==> src/pkg/ofl_pkg.sv <==
package ofl_pkg;

    // ****************************************
    // option bit positions
    // ****************************************
    localparam int          OPT_W         = 13;
    localparam int          OPT_LOCK      = 0;
    localparam int          OPT_CLK_SRC   = 1;
    localparam int          OPT_RST_LVL   = 2;
    localparam int          OPT_WDT_WP    = 3;
    localparam int          OPT_NONSTOP   = 4;
    localparam int          OPT_HW_START  = 5;
    localparam int          OPT_WDT_RST   = 6;
    localparam int          OPT_IDLE      = 7;
    localparam int          OPT_PS0       = 8;
    localparam int          OPT_PS1       = 9;
    localparam int          OPT_PS2       = 10;
    localparam int          OPT_RST_IO    = 11;
    localparam int          OPT_FAST_PUT  = 12;
    // erased fuse cells read high; erased means disabled
    localparam logic [12:0] FUSE_ERASED   = 13'h1FFF;

    // ****************************************
    // watchdog control register fields
    // ****************************************
    localparam int          WDT_RST_EN    = 7;
    localparam int          WDT_NONSTOP   = 6;
    localparam int          WDT_RUN       = 5;
    localparam int          WDT_IDLE      = 3;
    localparam int          WDT_PS_LO     = 0;
    localparam logic [7:0]  WDT_RESET     = 8'h00;
    localparam logic [7:0]  WDT_PROT_MASK = 8'hEF;

    // ****************************************
    // register port
    // ****************************************
    localparam int          ADDR_W        = 4;
    localparam logic [3:0]  REG_WDT_CTRL  = 4'h0;
    localparam logic [3:0]  REG_OPT_STAT  = 4'h1;
    localparam logic [3:0]  REG_DEV_CTRL  = 4'h2;
    localparam logic [3:0]  REG_LOAD_STAT = 4'h3;

    // ****************************************
    // timing
    // ****************************************
    localparam int          CLK_MHZ       = 200;
    localparam int          SAMPLE_WAIT   = 3;
    localparam int          ICP_WINDOW_US = 8000;
    localparam int          PUT_FAST_US   = 12000;
    localparam int          PUT_SLOW_US   = 20000;
    // window is strictly shorter than its figure
    localparam int          ICP_WINDOW_CYC = ICP_WINDOW_US * CLK_MHZ - 1;
    localparam int          PUT_FAST_CYC   = PUT_FAST_US * CLK_MHZ - 1;
    localparam int          PUT_SLOW_CYC   = PUT_SLOW_US * CLK_MHZ;

    // ****************************************
    // programming port
    // ****************************************
    localparam logic [7:0]  CMD_READ_CODE = 8'h01;
    localparam logic [7:0]  CMD_READ_OPT  = 8'h02;
    localparam logic [7:0]  LOCKED_BYTE   = 8'h00;

    typedef enum logic [4:0] {
        ST_POR    = 5'h01,
        ST_SAMPLE = 5'h02,
        ST_ICP    = 5'h04,
        ST_PUT    = 5'h08,
        ST_RUN    = 5'h10
    } ofl_state_type;

    typedef enum logic [3:0] {
        ICP_CMD    = 4'h1,
        ICP_ADDR   = 4'h2,
        ICP_WAIT   = 4'h4,
        ICP_ANSWER = 4'h8
    } ofl_icp_state_type;

endpackage

==> src/pkg/ofl_core_if.sv <==
`timescale 1ns/1ps
interface ofl_core_if;
    logic        icp_en;
    logic [12:0] opt;
    logic        mem_req;
    logic [15:0] mem_addr;
    logic        mem_valid;
    logic [7:0]  mem_byte;
    logic        icp_busy;
    logic        wdt_load;
    logic        sw_wr;
    logic [7:0]  sw_data;
    logic [7:0]  wdt_ctrl;

    modport loader (output icp_en, output opt, input mem_req, input mem_addr, output mem_valid,
                    output mem_byte, input icp_busy, output wdt_load, output sw_wr, output sw_data,
                    input wdt_ctrl);
    modport prog   (input icp_en, input opt, output mem_req, output mem_addr, input mem_valid,
                    input mem_byte, output icp_busy);
    modport wdt    (input opt, input wdt_load, input sw_wr, input sw_data, output wdt_ctrl);
endinterface

==> src/hw/ofl_loader.sv <==
// Our own choices: the strobed register port and the placing of the registers.
`timescale 1ns/1ps
module ofl_loader #(
    parameter int unsigned ICP_WINDOW_CYC = ofl_pkg::ICP_WINDOW_CYC,
    parameter int unsigned PUT_FAST_CYC   = ofl_pkg::PUT_FAST_CYC,
    parameter int unsigned PUT_SLOW_CYC   = ofl_pkg::PUT_SLOW_CYC
) (
    // clock and reset
    input  wire logic        I_CLK,
    input  wire logic        I_RST_N,
    // fuse array
    input  wire logic [12:0] I_OPTION_FUSES,
    // programming pins
    input  wire logic        I_PROG_CLK,
    input  wire logic        I_PROG_DATA,
    output logic             O_PROG_DATA,
    output logic             O_PROG_DATA_OE,
    // program memory read port
    output logic             O_PMEM_RD,
    output logic [15:0]      O_PMEM_ADDR,
    input  wire logic [7:0]  I_PMEM_DATA,
    // register port
    input  wire logic [3:0]  I_ADDR,
    input  wire logic [7:0]  I_WDATA,
    input  wire logic        I_WR,
    input  wire logic        I_RD,
    output logic [7:0]       O_RDATA,
    // applied configuration
    output logic             O_CLK_SRC_FAST,
    output logic             O_POR_LEVEL_LOW,
    output logic             O_RESET_PIN_FUNCTION,
    output logic             O_FAST_PUT_SEL,
    output logic [7:0]       O_WDT_CTRL,
    // start-up control
    output logic             O_CPU_STALL,
    output logic             O_PERIPH_STALL,
    output logic             O_PIN_BORROW,
    output logic             O_LOAD_DONE
);
    ofl_core_if core ();

    // ****************************************
    // fuse synchroniser
    // ****************************************
    logic [12:0] fuse_s1_q;
    logic [12:0] fuse_s2_q;

    always_ff @(posedge I_CLK or negedge I_RST_N) begin
        if (!I_RST_N) begin
            fuse_s1_q <= ofl_pkg::FUSE_ERASED;
            fuse_s2_q <= ofl_pkg::FUSE_ERASED;
        end else begin
            fuse_s1_q <= I_OPTION_FUSES;
            fuse_s2_q <= fuse_s1_q;
        end
    end

    // ****************************************
    // start-up sequence
    // ****************************************
    ofl_pkg::ofl_state_type state_q, state_d;
    logic [31:0] cnt_q, cnt_d;
    logic [12:0] opt_q, opt_d;
    logic        load_q, load_d;
    logic [31:0] put_len;

    // the power-up timer runs from reset release and covers the programming window
    assign put_len = opt_q[ofl_pkg::OPT_FAST_PUT] ? PUT_FAST_CYC : PUT_SLOW_CYC;

    always_comb begin
        state_d = state_q;
        cnt_d   = cnt_q;
        opt_d   = opt_q;
        load_d  = 1'b0;
        if (state_q != ofl_pkg::ST_RUN) begin
            cnt_d = cnt_q + 32'h0000_0001;
        end
        case (state_q)
            ofl_pkg::ST_POR: begin
                if (cnt_q >= 32'(ofl_pkg::SAMPLE_WAIT)) begin
                    state_d = ofl_pkg::ST_SAMPLE;
                end
            end
            ofl_pkg::ST_SAMPLE: begin
                // single capture; nothing else writes opt_q until the next reset
                opt_d   = fuse_s2_q ^ ofl_pkg::FUSE_ERASED;
                load_d  = 1'b1;
                state_d = ofl_pkg::ST_ICP;
            end
            ofl_pkg::ST_ICP: begin
                // hard window; a transfer cut off at the end is simply dropped
                if (cnt_q >= ICP_WINDOW_CYC) begin
                    state_d = ofl_pkg::ST_PUT;
                end
            end
            ofl_pkg::ST_PUT: begin
                if (cnt_q >= put_len) begin
                    state_d = ofl_pkg::ST_RUN;
                end
            end
            ofl_pkg::ST_RUN: begin
                state_d = ofl_pkg::ST_RUN;
            end
            default: begin
                state_d = ofl_pkg::ST_POR;
            end
        endcase
    end

    always_ff @(posedge I_CLK or negedge I_RST_N) begin
        if (!I_RST_N) begin
            state_q <= ofl_pkg::ST_POR;
            cnt_q   <= 32'h0000_0000;
            opt_q   <= 13'h0000;
            load_q  <= 1'b0;
        end else begin
            state_q <= state_d;
            cnt_q   <= cnt_d;
            opt_q   <= opt_d;
            load_q  <= load_d;
        end
    end

    // ****************************************
    // applied configuration outputs
    // ****************************************
    logic clk_fast_q, clk_fast_d;
    logic por_low_q, por_low_d;
    logic rst_fn_q, rst_fn_d;
    logic fast_power_up_option_q, fast_power_up_option_d;
    logic stall_q, stall_d;
    logic borrow_q, borrow_d;
    logic done_q, done_d;

    always_comb begin
        clk_fast_d = clk_fast_q;
        por_low_d  = por_low_q;
        rst_fn_d   = rst_fn_q;
        fast_power_up_option_d     = fast_power_up_option_q;
        done_d     = done_q;
        if (load_q) begin
            clk_fast_d = opt_q[ofl_pkg::OPT_CLK_SRC];
            por_low_d  = opt_q[ofl_pkg::OPT_RST_LVL];
            rst_fn_d   = ~opt_q[ofl_pkg::OPT_RST_IO];
            fast_power_up_option_d     = opt_q[ofl_pkg::OPT_FAST_PUT];
            done_d     = 1'b1;
        end
        stall_d  = (state_d != ofl_pkg::ST_RUN);
        borrow_d = (state_d == ofl_pkg::ST_ICP);
    end

    always_ff @(posedge I_CLK or negedge I_RST_N) begin
        if (!I_RST_N) begin
            clk_fast_q <= 1'b0;
            por_low_q  <= 1'b0;
            rst_fn_q   <= 1'b1;
            fast_power_up_option_q     <= 1'b0;
            stall_q    <= 1'b1;
            borrow_q   <= 1'b0;
            done_q     <= 1'b0;
        end else begin
            clk_fast_q <= clk_fast_d;
            por_low_q  <= por_low_d;
            rst_fn_q   <= rst_fn_d;
            fast_power_up_option_q     <= fast_power_up_option_d;
            stall_q    <= stall_d;
            borrow_q   <= borrow_d;
            done_q     <= done_d;
        end
    end

    // ****************************************
    // program memory read for the programmer
    // ****************************************
    logic        rd_q, rd_d;
    logic [15:0] maddr_q, maddr_d;
    logic        mvalid_q, mvalid_d;
    logic [7:0]  mbyte_q, mbyte_d;

    always_comb begin
        rd_d     = core.mem_req;
        maddr_d  = core.mem_req ? core.mem_addr : maddr_q;
        mvalid_d = rd_q;
        mbyte_d  = mbyte_q;
        if (rd_q) begin
            mbyte_d = opt_q[ofl_pkg::OPT_LOCK] ? ofl_pkg::LOCKED_BYTE : I_PMEM_DATA;
        end
    end

    always_ff @(posedge I_CLK or negedge I_RST_N) begin
        if (!I_RST_N) begin
            rd_q     <= 1'b0;
            maddr_q  <= 16'h0000;
            mvalid_q <= 1'b0;
            mbyte_q  <= 8'h00;
        end else begin
            rd_q     <= rd_d;
            maddr_q  <= maddr_d;
            mvalid_q <= mvalid_d;
            mbyte_q  <= mbyte_d;
        end
    end

    // ****************************************
    // register port
    // ****************************************
    logic [7:0] rdata_q, rdata_d;

    always_comb begin
        rdata_d = 8'h00;
        if (I_RD) begin
            if (I_ADDR == ofl_pkg::REG_WDT_CTRL) begin
                rdata_d = core.wdt_ctrl;
            end else if (I_ADDR == ofl_pkg::REG_OPT_STAT) begin
                rdata_d = opt_q[7:0];
            end else if (I_ADDR == ofl_pkg::REG_DEV_CTRL) begin
                rdata_d = {3'h0, opt_q[12:8]};
            end else if (I_ADDR == ofl_pkg::REG_LOAD_STAT) begin
                rdata_d = {3'h0, done_q, fast_power_up_option_q, rst_fn_q, por_low_q, clk_fast_q};
            end else begin
                rdata_d = 8'h00;
            end
        end
    end

    always_ff @(posedge I_CLK or negedge I_RST_N) begin
        if (!I_RST_N) begin
            rdata_q <= 8'h00;
        end else begin
            rdata_q <= rdata_d;
        end
    end

    // ****************************************
    // core link and leaf modules
    // ****************************************
    assign core.icp_en    = (state_q == ofl_pkg::ST_ICP);
    assign core.opt       = opt_q;
    assign core.mem_valid = mvalid_q;
    assign core.mem_byte  = mbyte_q;
    assign core.wdt_load  = load_q;
    // software is stalled until run, so earlier strobes are ignored
    assign core.sw_wr     = I_WR && (I_ADDR == ofl_pkg::REG_WDT_CTRL) && (state_q == ofl_pkg::ST_RUN);
    assign core.sw_data   = I_WDATA;

    ofl_icp_slave u_icp (
        .i_clk          (I_CLK),
        .i_rst_n        (I_RST_N),
        .i_prog_clk     (I_PROG_CLK),
        .i_prog_data    (I_PROG_DATA),
        .o_prog_data    (O_PROG_DATA),
        .o_prog_data_oe (O_PROG_DATA_OE),
        .bus            (core.prog)
    );

    ofl_wdt_ctrl u_wdt (
        .i_clk   (I_CLK),
        .i_rst_n (I_RST_N),
        .bus     (core.wdt)
    );

    assign O_PMEM_RD            = rd_q;
    assign O_PMEM_ADDR          = maddr_q;
    assign O_RDATA              = rdata_q;
    assign O_CLK_SRC_FAST       = clk_fast_q;
    assign O_POR_LEVEL_LOW      = por_low_q;
    assign O_RESET_PIN_FUNCTION = rst_fn_q;
    assign O_FAST_PUT_SEL       = fast_power_up_option_q;
    assign O_WDT_CTRL           = core.wdt_ctrl;
    assign O_CPU_STALL          = stall_q;
    assign O_PERIPH_STALL       = stall_q;
    assign O_PIN_BORROW         = borrow_q;
    assign O_LOAD_DONE          = done_q;
endmodule // ofl_loader

==> src/hw/ofl_wdt_ctrl.sv <==
`timescale 1ns/1ps
module ofl_wdt_ctrl (
    // clock and reset
    input  wire logic i_clk,
    input  wire logic i_rst_n,
    // core link
    ofl_core_if.wdt   bus
);
    logic [7:0] ctrl_q;
    logic [7:0] ctrl_d;

    always_comb begin
        ctrl_d = ctrl_q;
        if (bus.wdt_load) begin
            ctrl_d                        = ofl_pkg::WDT_RESET;
            ctrl_d[ofl_pkg::WDT_NONSTOP]  = bus.opt[ofl_pkg::OPT_NONSTOP];
            ctrl_d[ofl_pkg::WDT_RST_EN]   = bus.opt[ofl_pkg::OPT_WDT_RST];
            if (bus.opt[ofl_pkg::OPT_HW_START]) begin
                ctrl_d[ofl_pkg::WDT_RUN]  = 1'b1;
                ctrl_d[ofl_pkg::WDT_IDLE] = bus.opt[ofl_pkg::OPT_IDLE];
                ctrl_d[ofl_pkg::WDT_PS_LO +: 3] = {bus.opt[ofl_pkg::OPT_PS2], bus.opt[ofl_pkg::OPT_PS1],
                                                   bus.opt[ofl_pkg::OPT_PS0]};
            end
        end else if (bus.sw_wr) begin
            // protected fields keep their value, the spare bit stays writable
            if (bus.opt[ofl_pkg::OPT_WDT_WP]) begin
                ctrl_d = (ctrl_q & ofl_pkg::WDT_PROT_MASK) | (bus.sw_data & ~ofl_pkg::WDT_PROT_MASK);
            end else begin
                ctrl_d = bus.sw_data;
            end
        end
    end

    always_ff @(posedge i_clk or negedge i_rst_n) begin
        if (!i_rst_n) begin
            ctrl_q <= ofl_pkg::WDT_RESET;
        end else begin
            ctrl_q <= ctrl_d;
        end
    end

    assign bus.wdt_ctrl = ctrl_q;
endmodule // ofl_wdt_ctrl

==> src/hw/ofl_icp_slave.sv <==
`timescale 1ns/1ps
module ofl_icp_slave (
    // clock and reset
    input  wire logic i_clk,
    input  wire logic i_rst_n,
    // programming pins
    input  wire logic i_prog_clk,
    input  wire logic i_prog_data,
    output logic      o_prog_data,
    output logic      o_prog_data_oe,
    // core link
    ofl_core_if.prog  bus
);
    // ****************************************
    // pin synchronisers
    // ****************************************
    logic [2:0] clk_sync_q;
    logic [1:0] dat_sync_q;
    logic       rise;
    logic       fall;

    always_ff @(posedge i_clk or negedge i_rst_n) begin
        if (!i_rst_n) begin
            clk_sync_q <= 3'h0;
            dat_sync_q <= 2'h0;
        end else begin
            clk_sync_q <= {clk_sync_q[1:0], i_prog_clk};
            dat_sync_q <= {dat_sync_q[0], i_prog_data};
        end
    end

    assign rise = clk_sync_q[1] & ~clk_sync_q[2];
    assign fall = ~clk_sync_q[1] & clk_sync_q[2];

    // ****************************************
    // command shifter
    // ****************************************
    ofl_pkg::ofl_icp_state_type st_q, st_d;
    logic [15:0] sh_q, sh_d;
    logic [4:0]  cnt_q, cnt_d;
    logic        req_q, req_d;
    logic        dout_q, dout_d;
    logic        oe_q, oe_d;

    always_comb begin
        st_d   = st_q;
        sh_d   = sh_q;
        cnt_d  = cnt_q;
        req_d  = 1'b0;
        dout_d = dout_q;
        oe_d   = oe_q;
        if (!bus.icp_en) begin
            st_d  = ofl_pkg::ICP_CMD;
            cnt_d = 5'h00;
            oe_d  = 1'b0;
        end else begin
            case (st_q)
                ofl_pkg::ICP_CMD: begin
                    if (rise) begin
                        sh_d  = {sh_q[14:0], dat_sync_q[1]};
                        cnt_d = cnt_q + 5'h01;
                        if (cnt_q == 5'h07) begin
                            cnt_d = 5'h00;
                            if (sh_d[7:0] == ofl_pkg::CMD_READ_CODE) begin
                                st_d = ofl_pkg::ICP_ADDR;
                            end else if (sh_d[7:0] == ofl_pkg::CMD_READ_OPT) begin
                                sh_d   = {3'h0, bus.opt};
                                cnt_d  = 5'h10;
                                dout_d = 1'b0;
                                oe_d   = 1'b1;
                                st_d   = ofl_pkg::ICP_ANSWER;
                            end
                        end
                    end
                end
                ofl_pkg::ICP_ADDR: begin
                    if (rise) begin
                        sh_d  = {sh_q[14:0], dat_sync_q[1]};
                        cnt_d = cnt_q + 5'h01;
                        if (cnt_q == 5'h0F) begin
                            req_d = 1'b1;
                            st_d  = ofl_pkg::ICP_WAIT;
                        end
                    end
                end
                ofl_pkg::ICP_WAIT: begin
                    if (bus.mem_valid) begin
                        sh_d   = {bus.mem_byte, 8'h00};
                        cnt_d  = 5'h08;
                        dout_d = bus.mem_byte[7];
                        oe_d   = 1'b1;
                        st_d   = ofl_pkg::ICP_ANSWER;
                    end
                end
                ofl_pkg::ICP_ANSWER: begin
                    // host samples at the end of each high phase, next bit goes out on falling edges
                    if (fall) begin
                        sh_d   = {sh_q[14:0], 1'b0};
                        dout_d = sh_q[14];
                        cnt_d  = cnt_q - 5'h01;
                        if (cnt_q == 5'h01) begin
                            oe_d = 1'b0;
                            st_d = ofl_pkg::ICP_CMD;
                        end
                    end else if (cnt_q == 5'h10) begin
                        dout_d = sh_q[15];
                    end
                end
                default: begin
                    st_d = ofl_pkg::ICP_CMD;
                end
            endcase
        end
    end

    always_ff @(posedge i_clk or negedge i_rst_n) begin
        if (!i_rst_n) begin
            st_q   <= ofl_pkg::ICP_CMD;
            sh_q   <= 16'h0000;
            cnt_q  <= 5'h00;
            req_q  <= 1'b0;
            dout_q <= 1'b0;
            oe_q   <= 1'b0;
        end else begin
            st_q   <= st_d;
            sh_q   <= sh_d;
            cnt_q  <= cnt_d;
            req_q  <= req_d;
            dout_q <= dout_d;
            oe_q   <= oe_d;
        end
    end

    assign o_prog_data    = dout_q;
    assign o_prog_data_oe = oe_q;
    assign bus.mem_req    = req_q;
    assign bus.mem_addr   = sh_q;
    assign bus.icp_busy   = (st_q != ofl_pkg::ICP_CMD) || (cnt_q != 5'h00);
endmodule // ofl_icp_slave

==> config.mk <==
export PLATFORM = sky130hd
export DESIGN_NAME = ofl_loader
export DESIGN_NICKNAME = d
export VERILOG_FILES = /design/src/pkg/ofl_pkg.sv /design/src/pkg/ofl_core_if.sv /design/src/hw/ofl_loader.sv /design/src/hw/ofl_wdt_ctrl.sv /design/src/hw/ofl_icp_slave.sv
export SDC_FILE = /design/constraint.sdc
export NUM_CORES = 1
export LEC_CHECK = 0
export BUFFER_PORTS_ARGS = -buffer_cell sky130_fd_sc_hd__buf_4
export CORE_AREA = 2 2 179 181
export CTS_BUF_LIST = sky130_fd_sc_hd__clkbuf_8 sky130_fd_sc_hd__clkbuf_16
export DETAILED_ROUTE_END_ITERATION = 8
export DIE_AREA = 0 0 181 183
export GPL_TIMING_DRIVEN = 1
export SKIP_CTS_REPAIR_TIMING = 1
export SLEW_MARGIN = 30
export SYNTH_ARGS = -nofsm -noshare
export SYNTH_HDL_FRONTEND = slang
export SYNTH_SLANG_ARGS = --single-unit
==> constraint.sdc <==
create_clock -name I_CLK -period 4.8 [get_ports I_CLK]
set_clock_uncertainty 0.05 [all_clocks]
set_input_delay 0.24 -clock I_CLK [delete_from_list [all_inputs] [get_ports I_CLK]]
set_output_delay 0.24 -clock I_CLK [all_outputs]
set_load 0.01 [all_outputs]
; After elaboration in Yosys (flattened, before gate mapping)
; Index checks and enable logic that the tools add are counted.
[totals]
ramBits = 0
output_inout_bits = 43
n_memories = 0
reg_bits = 159
input_bits = 39
mem_bits_ro = 0
latch_bits = 0
[op_classes]
n_reduce_logical = 11
eq_ne = 41
magnitude_cmp = 3
bitwise_logic = 7
div_mod_pow = 0
muxes = 66
shifts = 0
mul = 0
addsub = 3
[ops]
columns = operator, count
row1 = $mux 16, 7
row2 = $mux 5, 13
row3 = $pmux 16 s4, 1
row4 = $mux 8, 7
row5 = $mux 4, 11
row6 = $add 32x1->32 const B, 1
row7 = $ge 32x2->1 const B, 1
row8 = $ge 32x21->1 const B, 1
row9 = $ge 32x22->1, 1
row10 = $ne 3x3->1 const B, 9
row11 = $pmux 5 s5, 1
row12 = $reduce_and 8->1, 3
row13 = $mux 1, 21
row14 = $mux 21, 1
row15 = $pmux 5 s4, 1
row16 = $pmux 4 s4, 1
row17 = $eq 5x3->1 const B, 3
row18 = $ne 5x5->1 const B, 3
row19 = $not 13->13, 1
row20 = $eq 4x2->1 const B, 3
row21 = $eq 5x1->1 const B, 2
row22 = $eq 5x4->1 const B, 2
row23 = $eq 5x5->1 const B, 2
row24 = $ne 2x1->1 const B, 5
row25 = 22 further kinds, 30

; Logic depth before layout (Yosys ltp)
[depth]
word_depth = 7
mapped_depth = 8
depth_no_buf = 7

; Cells and area by module
; A second synthesis with hierarchy kept.
[unflattened]
hier_cells = 681
hier_area_um2 = 7581.0
[by_module_without_submodules]
columns = mod, area_per_inst_um2, cells_each, seq_area_each_um2, n_inst
row1 = ofl_loader, 4976.0, 399, 2989.1, 1
row2 = ofl_icp_slave, 2232.1, 248, 827.0, 1
row3 = ofl_wdt_ctrl, 372.9, 34, 200.2, 1

; Worst setup path after synthesis
; OpenSTA, ideal clock, no wires.
[synth_timing]
path_type = register to register
from = register u_icp.cnt_q[0]
to = register u_icp.dout_q, in the netlist u_icp.o_prog_data
path_buffers = 0
arrival_time_ns = 1.959
synth_period_minus_slack_ns = 2.134
path_stages_with_launch = 7
slack_ns = 2.666
t_required_ns = 4.625
cell_sequence = dfrtp_1 > ha_1 > nand4bb_1 > nor4_2 > a21oi_1 > nor4_1 > mux2_2
[synth_between]
elab_chain_len = 3
[synth_lines]
columns = element, line
row1 = "start, declared", ofl_icp_slave.sv:40  ; logic [4:0] cnt_q, cnt_d;
row2 = "start signal, assigned", ofl_icp_slave.sv:127  ; cnt_q <= cnt_d;
row3 = $eq 5x5->1 / $eq 5x3->1 (equally long branches), "ofl_icp_slave.sv:105, ofl_icp_slave.sv:62"
row4 = $ne 3x1->1 (no source line) / $ne 2x1->1 (equally long branches), n/a
row5 = $reduce_and 8->1 (no source line) *, n/a
row6 = "end signal, assigned", ofl_icp_slave.sv:129  ; dout_q <= dout_d;
row7 = "end, declared", ofl_icp_slave.sv:42  ; logic dout_q, dout_d;
; Mark *: on every way between the ends. The rest lies on a longest branch, timed or not.
; A chain may end at the register's enable or synchronous reset.

; Worst setup path after layout
[layout_timing]
from = register u_icp.st_q[1]
to = register u_icp.sh_q[5], in the netlist u_icp.bus.mem_addr[5]
[layout_between]
elab_chain_len = 3
[layout_lines]
columns = element, line
row1 = "start, declared", ofl_icp_slave.sv:38  ; ofl_pkg::ofl_icp_state_type st_q, st_d;
row2 = "start signal, assigned", ofl_icp_slave.sv:118  ; st_q <= ofl_pkg::ICP_CMD;
row3 = "start signal, assigned", ofl_icp_slave.sv:125  ; st_q <= st_d;
row4 = $eq 4x4->1 (tied with other cells), ofl_icp_slave.sv:57  ; case (st_q)
row5 = $ne 2x1->1 (no source line) (tied with other cells), n/a
row6 = $reduce_and 6->1 (no source line), n/a
row7 = "end signal, assigned", ofl_icp_slave.sv:119  ; sh_q <= 16'h0000;
row8 = "end signal, assigned", ofl_icp_slave.sv:126  ; sh_q <= sh_d;
row9 = "end, declared", ofl_icp_slave.sv:39  ; logic [15:0] sh_q, sh_d;
; Several ways; a longest one is shown, not always the timed one.

==> results.json <==
{
  "tns_ns": 0,
  "cp-start-kind": "flop",
  "vdd_ir_drop_max_mv": 0.227,
  "critPathMaxFanout": 13,
  "power.density_nw_per_um2": 403,
  "maxSlewViolCount": 0,
  "rsz0062_at_grt": "false",
  "clk_pin_slew_ns": 0.06,
  "synth_top_family_by_area": "simple AND/OR/NAND/NOR gates",
  "status": "completed",
  "synthTopCellsByCount": "129 x dfrtp_1, 55 x nand2_1, 44 x o21ai_0",
  "synthMuxAreaShare_pct": 6.67,
  "cts_tree": "done",
  "place_ws_ns": 2.19,
  "rows": 65,
  "synthXorXnorAreaFrac_pct": 4.23,
  "htreeDepth": 4,
  "dieWidth_um": 181,
  "totalWireLength_um": 18200,
  "coreArea_sq_um": 31200,
  "synthTopCellsByArea": "dfrtp_1 43%, dfstp_2 11%, mux2_2 3.9%",
  "final_cell_count_no_fill": 1155,
  "drcViolationCount": 0,
  "yosysMostFrequentCell": "dfrtp_1",
  "gp_congestion": 0.845,
  "track_usage_pct": 11.3,
  "clkSinkCount": 159,
  "p_leak_nw": 4.08,
  "numCtsBuffers": 17,
  "fin_crit_ns": 2.62,
  "grt_max_degree": 69,
  "post-route-util_pct": 29.5,
  "hp-class": "in2reg",
  "place_inst": 1107,
  "async_reset_ff_share_pct": 100,
  "endpoint_kind": "flop",
  "synth_nets": 714,
  "nFillCells": 3247,
  "path_class": "reg2reg",
  "initial_utilization_pct": 23.8,
  "synth.avg_cell_area_sq_um": 11.4,
  "antenna_left": 0,
  "maxSlewHeadroom_pct": 38.0,
  "synth-simple-area-share_pct": 16.2,
  "dieArea_sq_um": 33100,
  "numPortBuffers": 81,
  "worstPathRequired_ns": 5.05,
  "hold_viol": 0,
  "synthCells": 653,
  "ys_types": 72,
  "vias": 5475,
  "startpoint": "u_icp.st_q[1]$_DFFE_PN0P_",
  "fin_nets": 801,
  "wire_per_inst_um": 15.8,
  "clockRootBuffer": "clkbuf_16",
  "clock_latency_ns": 0.42,
  "hpwl_um": 13200,
  "vias_per_cell": 4.74,
  "finalWorstSetupSlack_ns": 2.18,
  "cp.arrival_ns": 2.87,
  "area_growth_pct": 24.2,
  "finalSetupViolCount": 0,
  "grt_first_pass_wirelength_um": 29700,
  "tightestPinTransition_ns": 0.928,
  "grt_overflow": 0,
  "hold_start": "I_PMEM_DATA[0]",
  "synth_area_sq_um": 7420,
  "power_mw": 3.71,
  "io_pins": 82,
  "fmax_ghz": 0.382,
  "drive_above_1_share_pct": 26.4,
  "cts.path.max_buffers": 2,
  "die_h_um": 183,
  "finalCritPeriodShare_pct": 54.6,
  "ys.flop_type": "dfrtp_1",
  "synth-compound-area-share_pct": 12.1,
  "diodes": 0,
  "firstDrtPassIters": 7,
  "antenna_found_initial": 0,
  "worstReg2RegStart": "u_icp.st_q[1]$_DFFE_PN0P_",
  "ys_ff_latch": 159,
  "yosysSeqAreaShare_pct": 54.1,
  "drtIter0Drc": 365,
  "synth.yosys.warnings": 0,
  "synth_top_cell_area_share_pct": 43.5,
  "cap_violations": 0,
  "grt_pass1_vias": 5371,
  "yosysTopAreaCell": "dfrtp_1",
  "synth_edf_count": 0,
  "synthAdderAreaFrac_pct": 3.71
}
path summary, 6_finish.rpt:
kind / slack, ns / depth (start not counted) / endpoint
worst max-delay path: 2.18 / 5 / u_icp.bus.mem_addr[5]$_DFFE_PN0P_
worst min-delay path: 0.01 / 3 / core.mem_byte[0]$_DFFE_PN0P_
worst max register to register: 2.18 / 5 / u_icp.bus.mem_addr[5]$_DFFE_PN0P_
worst min register to register: 0.30 / 0 / u_icp.clk_sync_q[1]$_DFF_PN0_
max in group asynchronous: 3.23 / 3 / u_icp.bus.mem_addr[0]$_DFFE_PN0P_
min in group asynchronous: 0.34 / 2 / cnt_q[3]$_DFFE_PN0P_
worst max-delay path, cell delays in order (launching register included):
cell and delay [ns]:
dfrtp_1 0.53, or4b_1 0.77, o211ai_1 0.29, a221o_1 0.45
nand2b_1 0.29, o21ai_1 0.11
through the flow:
step                area (sq um)  hold slack (ns)
global placement            8430            0.234
global route                9220           0.0118
finish                      9220           0.0133
detailed placement          8430            0.241
CTS                         9050           -0.217
floorplan                   7420           -0.106
cell type report:
type | count | area, sq um | area share [%]
tap | 402 | 503 | 5.46
sequential | 159 | 4020 | 43.6
multi-input combinational | 442 | 3200 | 34.7
clock inverter | 13 | 171 | 1.86
clock buffer | 19 | 453 | 4.91
inverter | 19 | 71.3 | 0.774
timing repair buffer | 101 | 802 | 8.70
metal layers:
layer  wire, um  GRT usage, %  up-vias
met5          0             0        -
met3        740          2.38       23
met2       8570          17.8      142
li1           -             -     2584
met1       8660          15.5     2726
met4        276          3.74        0
cells in the final DEF (no fill, tap or decap), types with 13 or more instances in the layout:
master / synthesis / routed
and3_1: 15 / 15
nor2_1: 21 / 21
inv_1: 19 / 22
mux2_2: 26 / 26
nand4_1: 13 / 13
o21ai_0: 44 / 44
nand2_1: 55 / 55
nand3_1: 21 / 20
ha_1: 22 / 22
xnor2_1: 30 / 30
buf_4: 3 / 84
dfstp_2: 30 / 30
nor3_1: 15 / 15
a21oi_1: 20 / 20
nor4_1: 14 / 14
dfrtp_1: 129 / 129
dlygate4sd3_1: 0 / 16
clkbuf_16: 0 / 17
sequential cells by signal, indices dropped and copies added, names as in the netlist, 2 cells and up:
register / count
cnt_q: 32
O_PMEM_ADDR: 16
u_icp.bus.mem_addr: 16
core.opt: 13
fuse_s1_q: 13
fuse_s2_q: 13
O_RDATA: 8
core.mem_byte: 8
u_wdt.bus.wdt_ctrl: 8
state_q: 5
u_icp.cnt_q: 5
u_icp.st_q: 4
u_icp.clk_sync_q: 3
u_icp.dat_sync_q: 2
report_power, final:
group | internal (mW) | leakage, nW | switching [mW] | total [mW]
logic | 0.287 | 1.80 | 0.379 | 0.666
clock network | 0.892 | 0.317 | 0.535 | 1.43
registers | 1.46 | 1.96 | 0.155 | 1.62
total | 2.64 | 4.08 | 1.07 | 3.71
cells by family (layout without fill, tap and decap cells):
family / count (synthesis) / count (layout)
buf+inv: 52 / 152
flops: 159 / 159
compound gates: 135 / 135
mux: 40 / 40
simple gates: 210 / 210
fa+ha+maj: 22 / 22
xor+xnor: 35 / 35
Note: power is estimated with default switching activity, not from simulation.
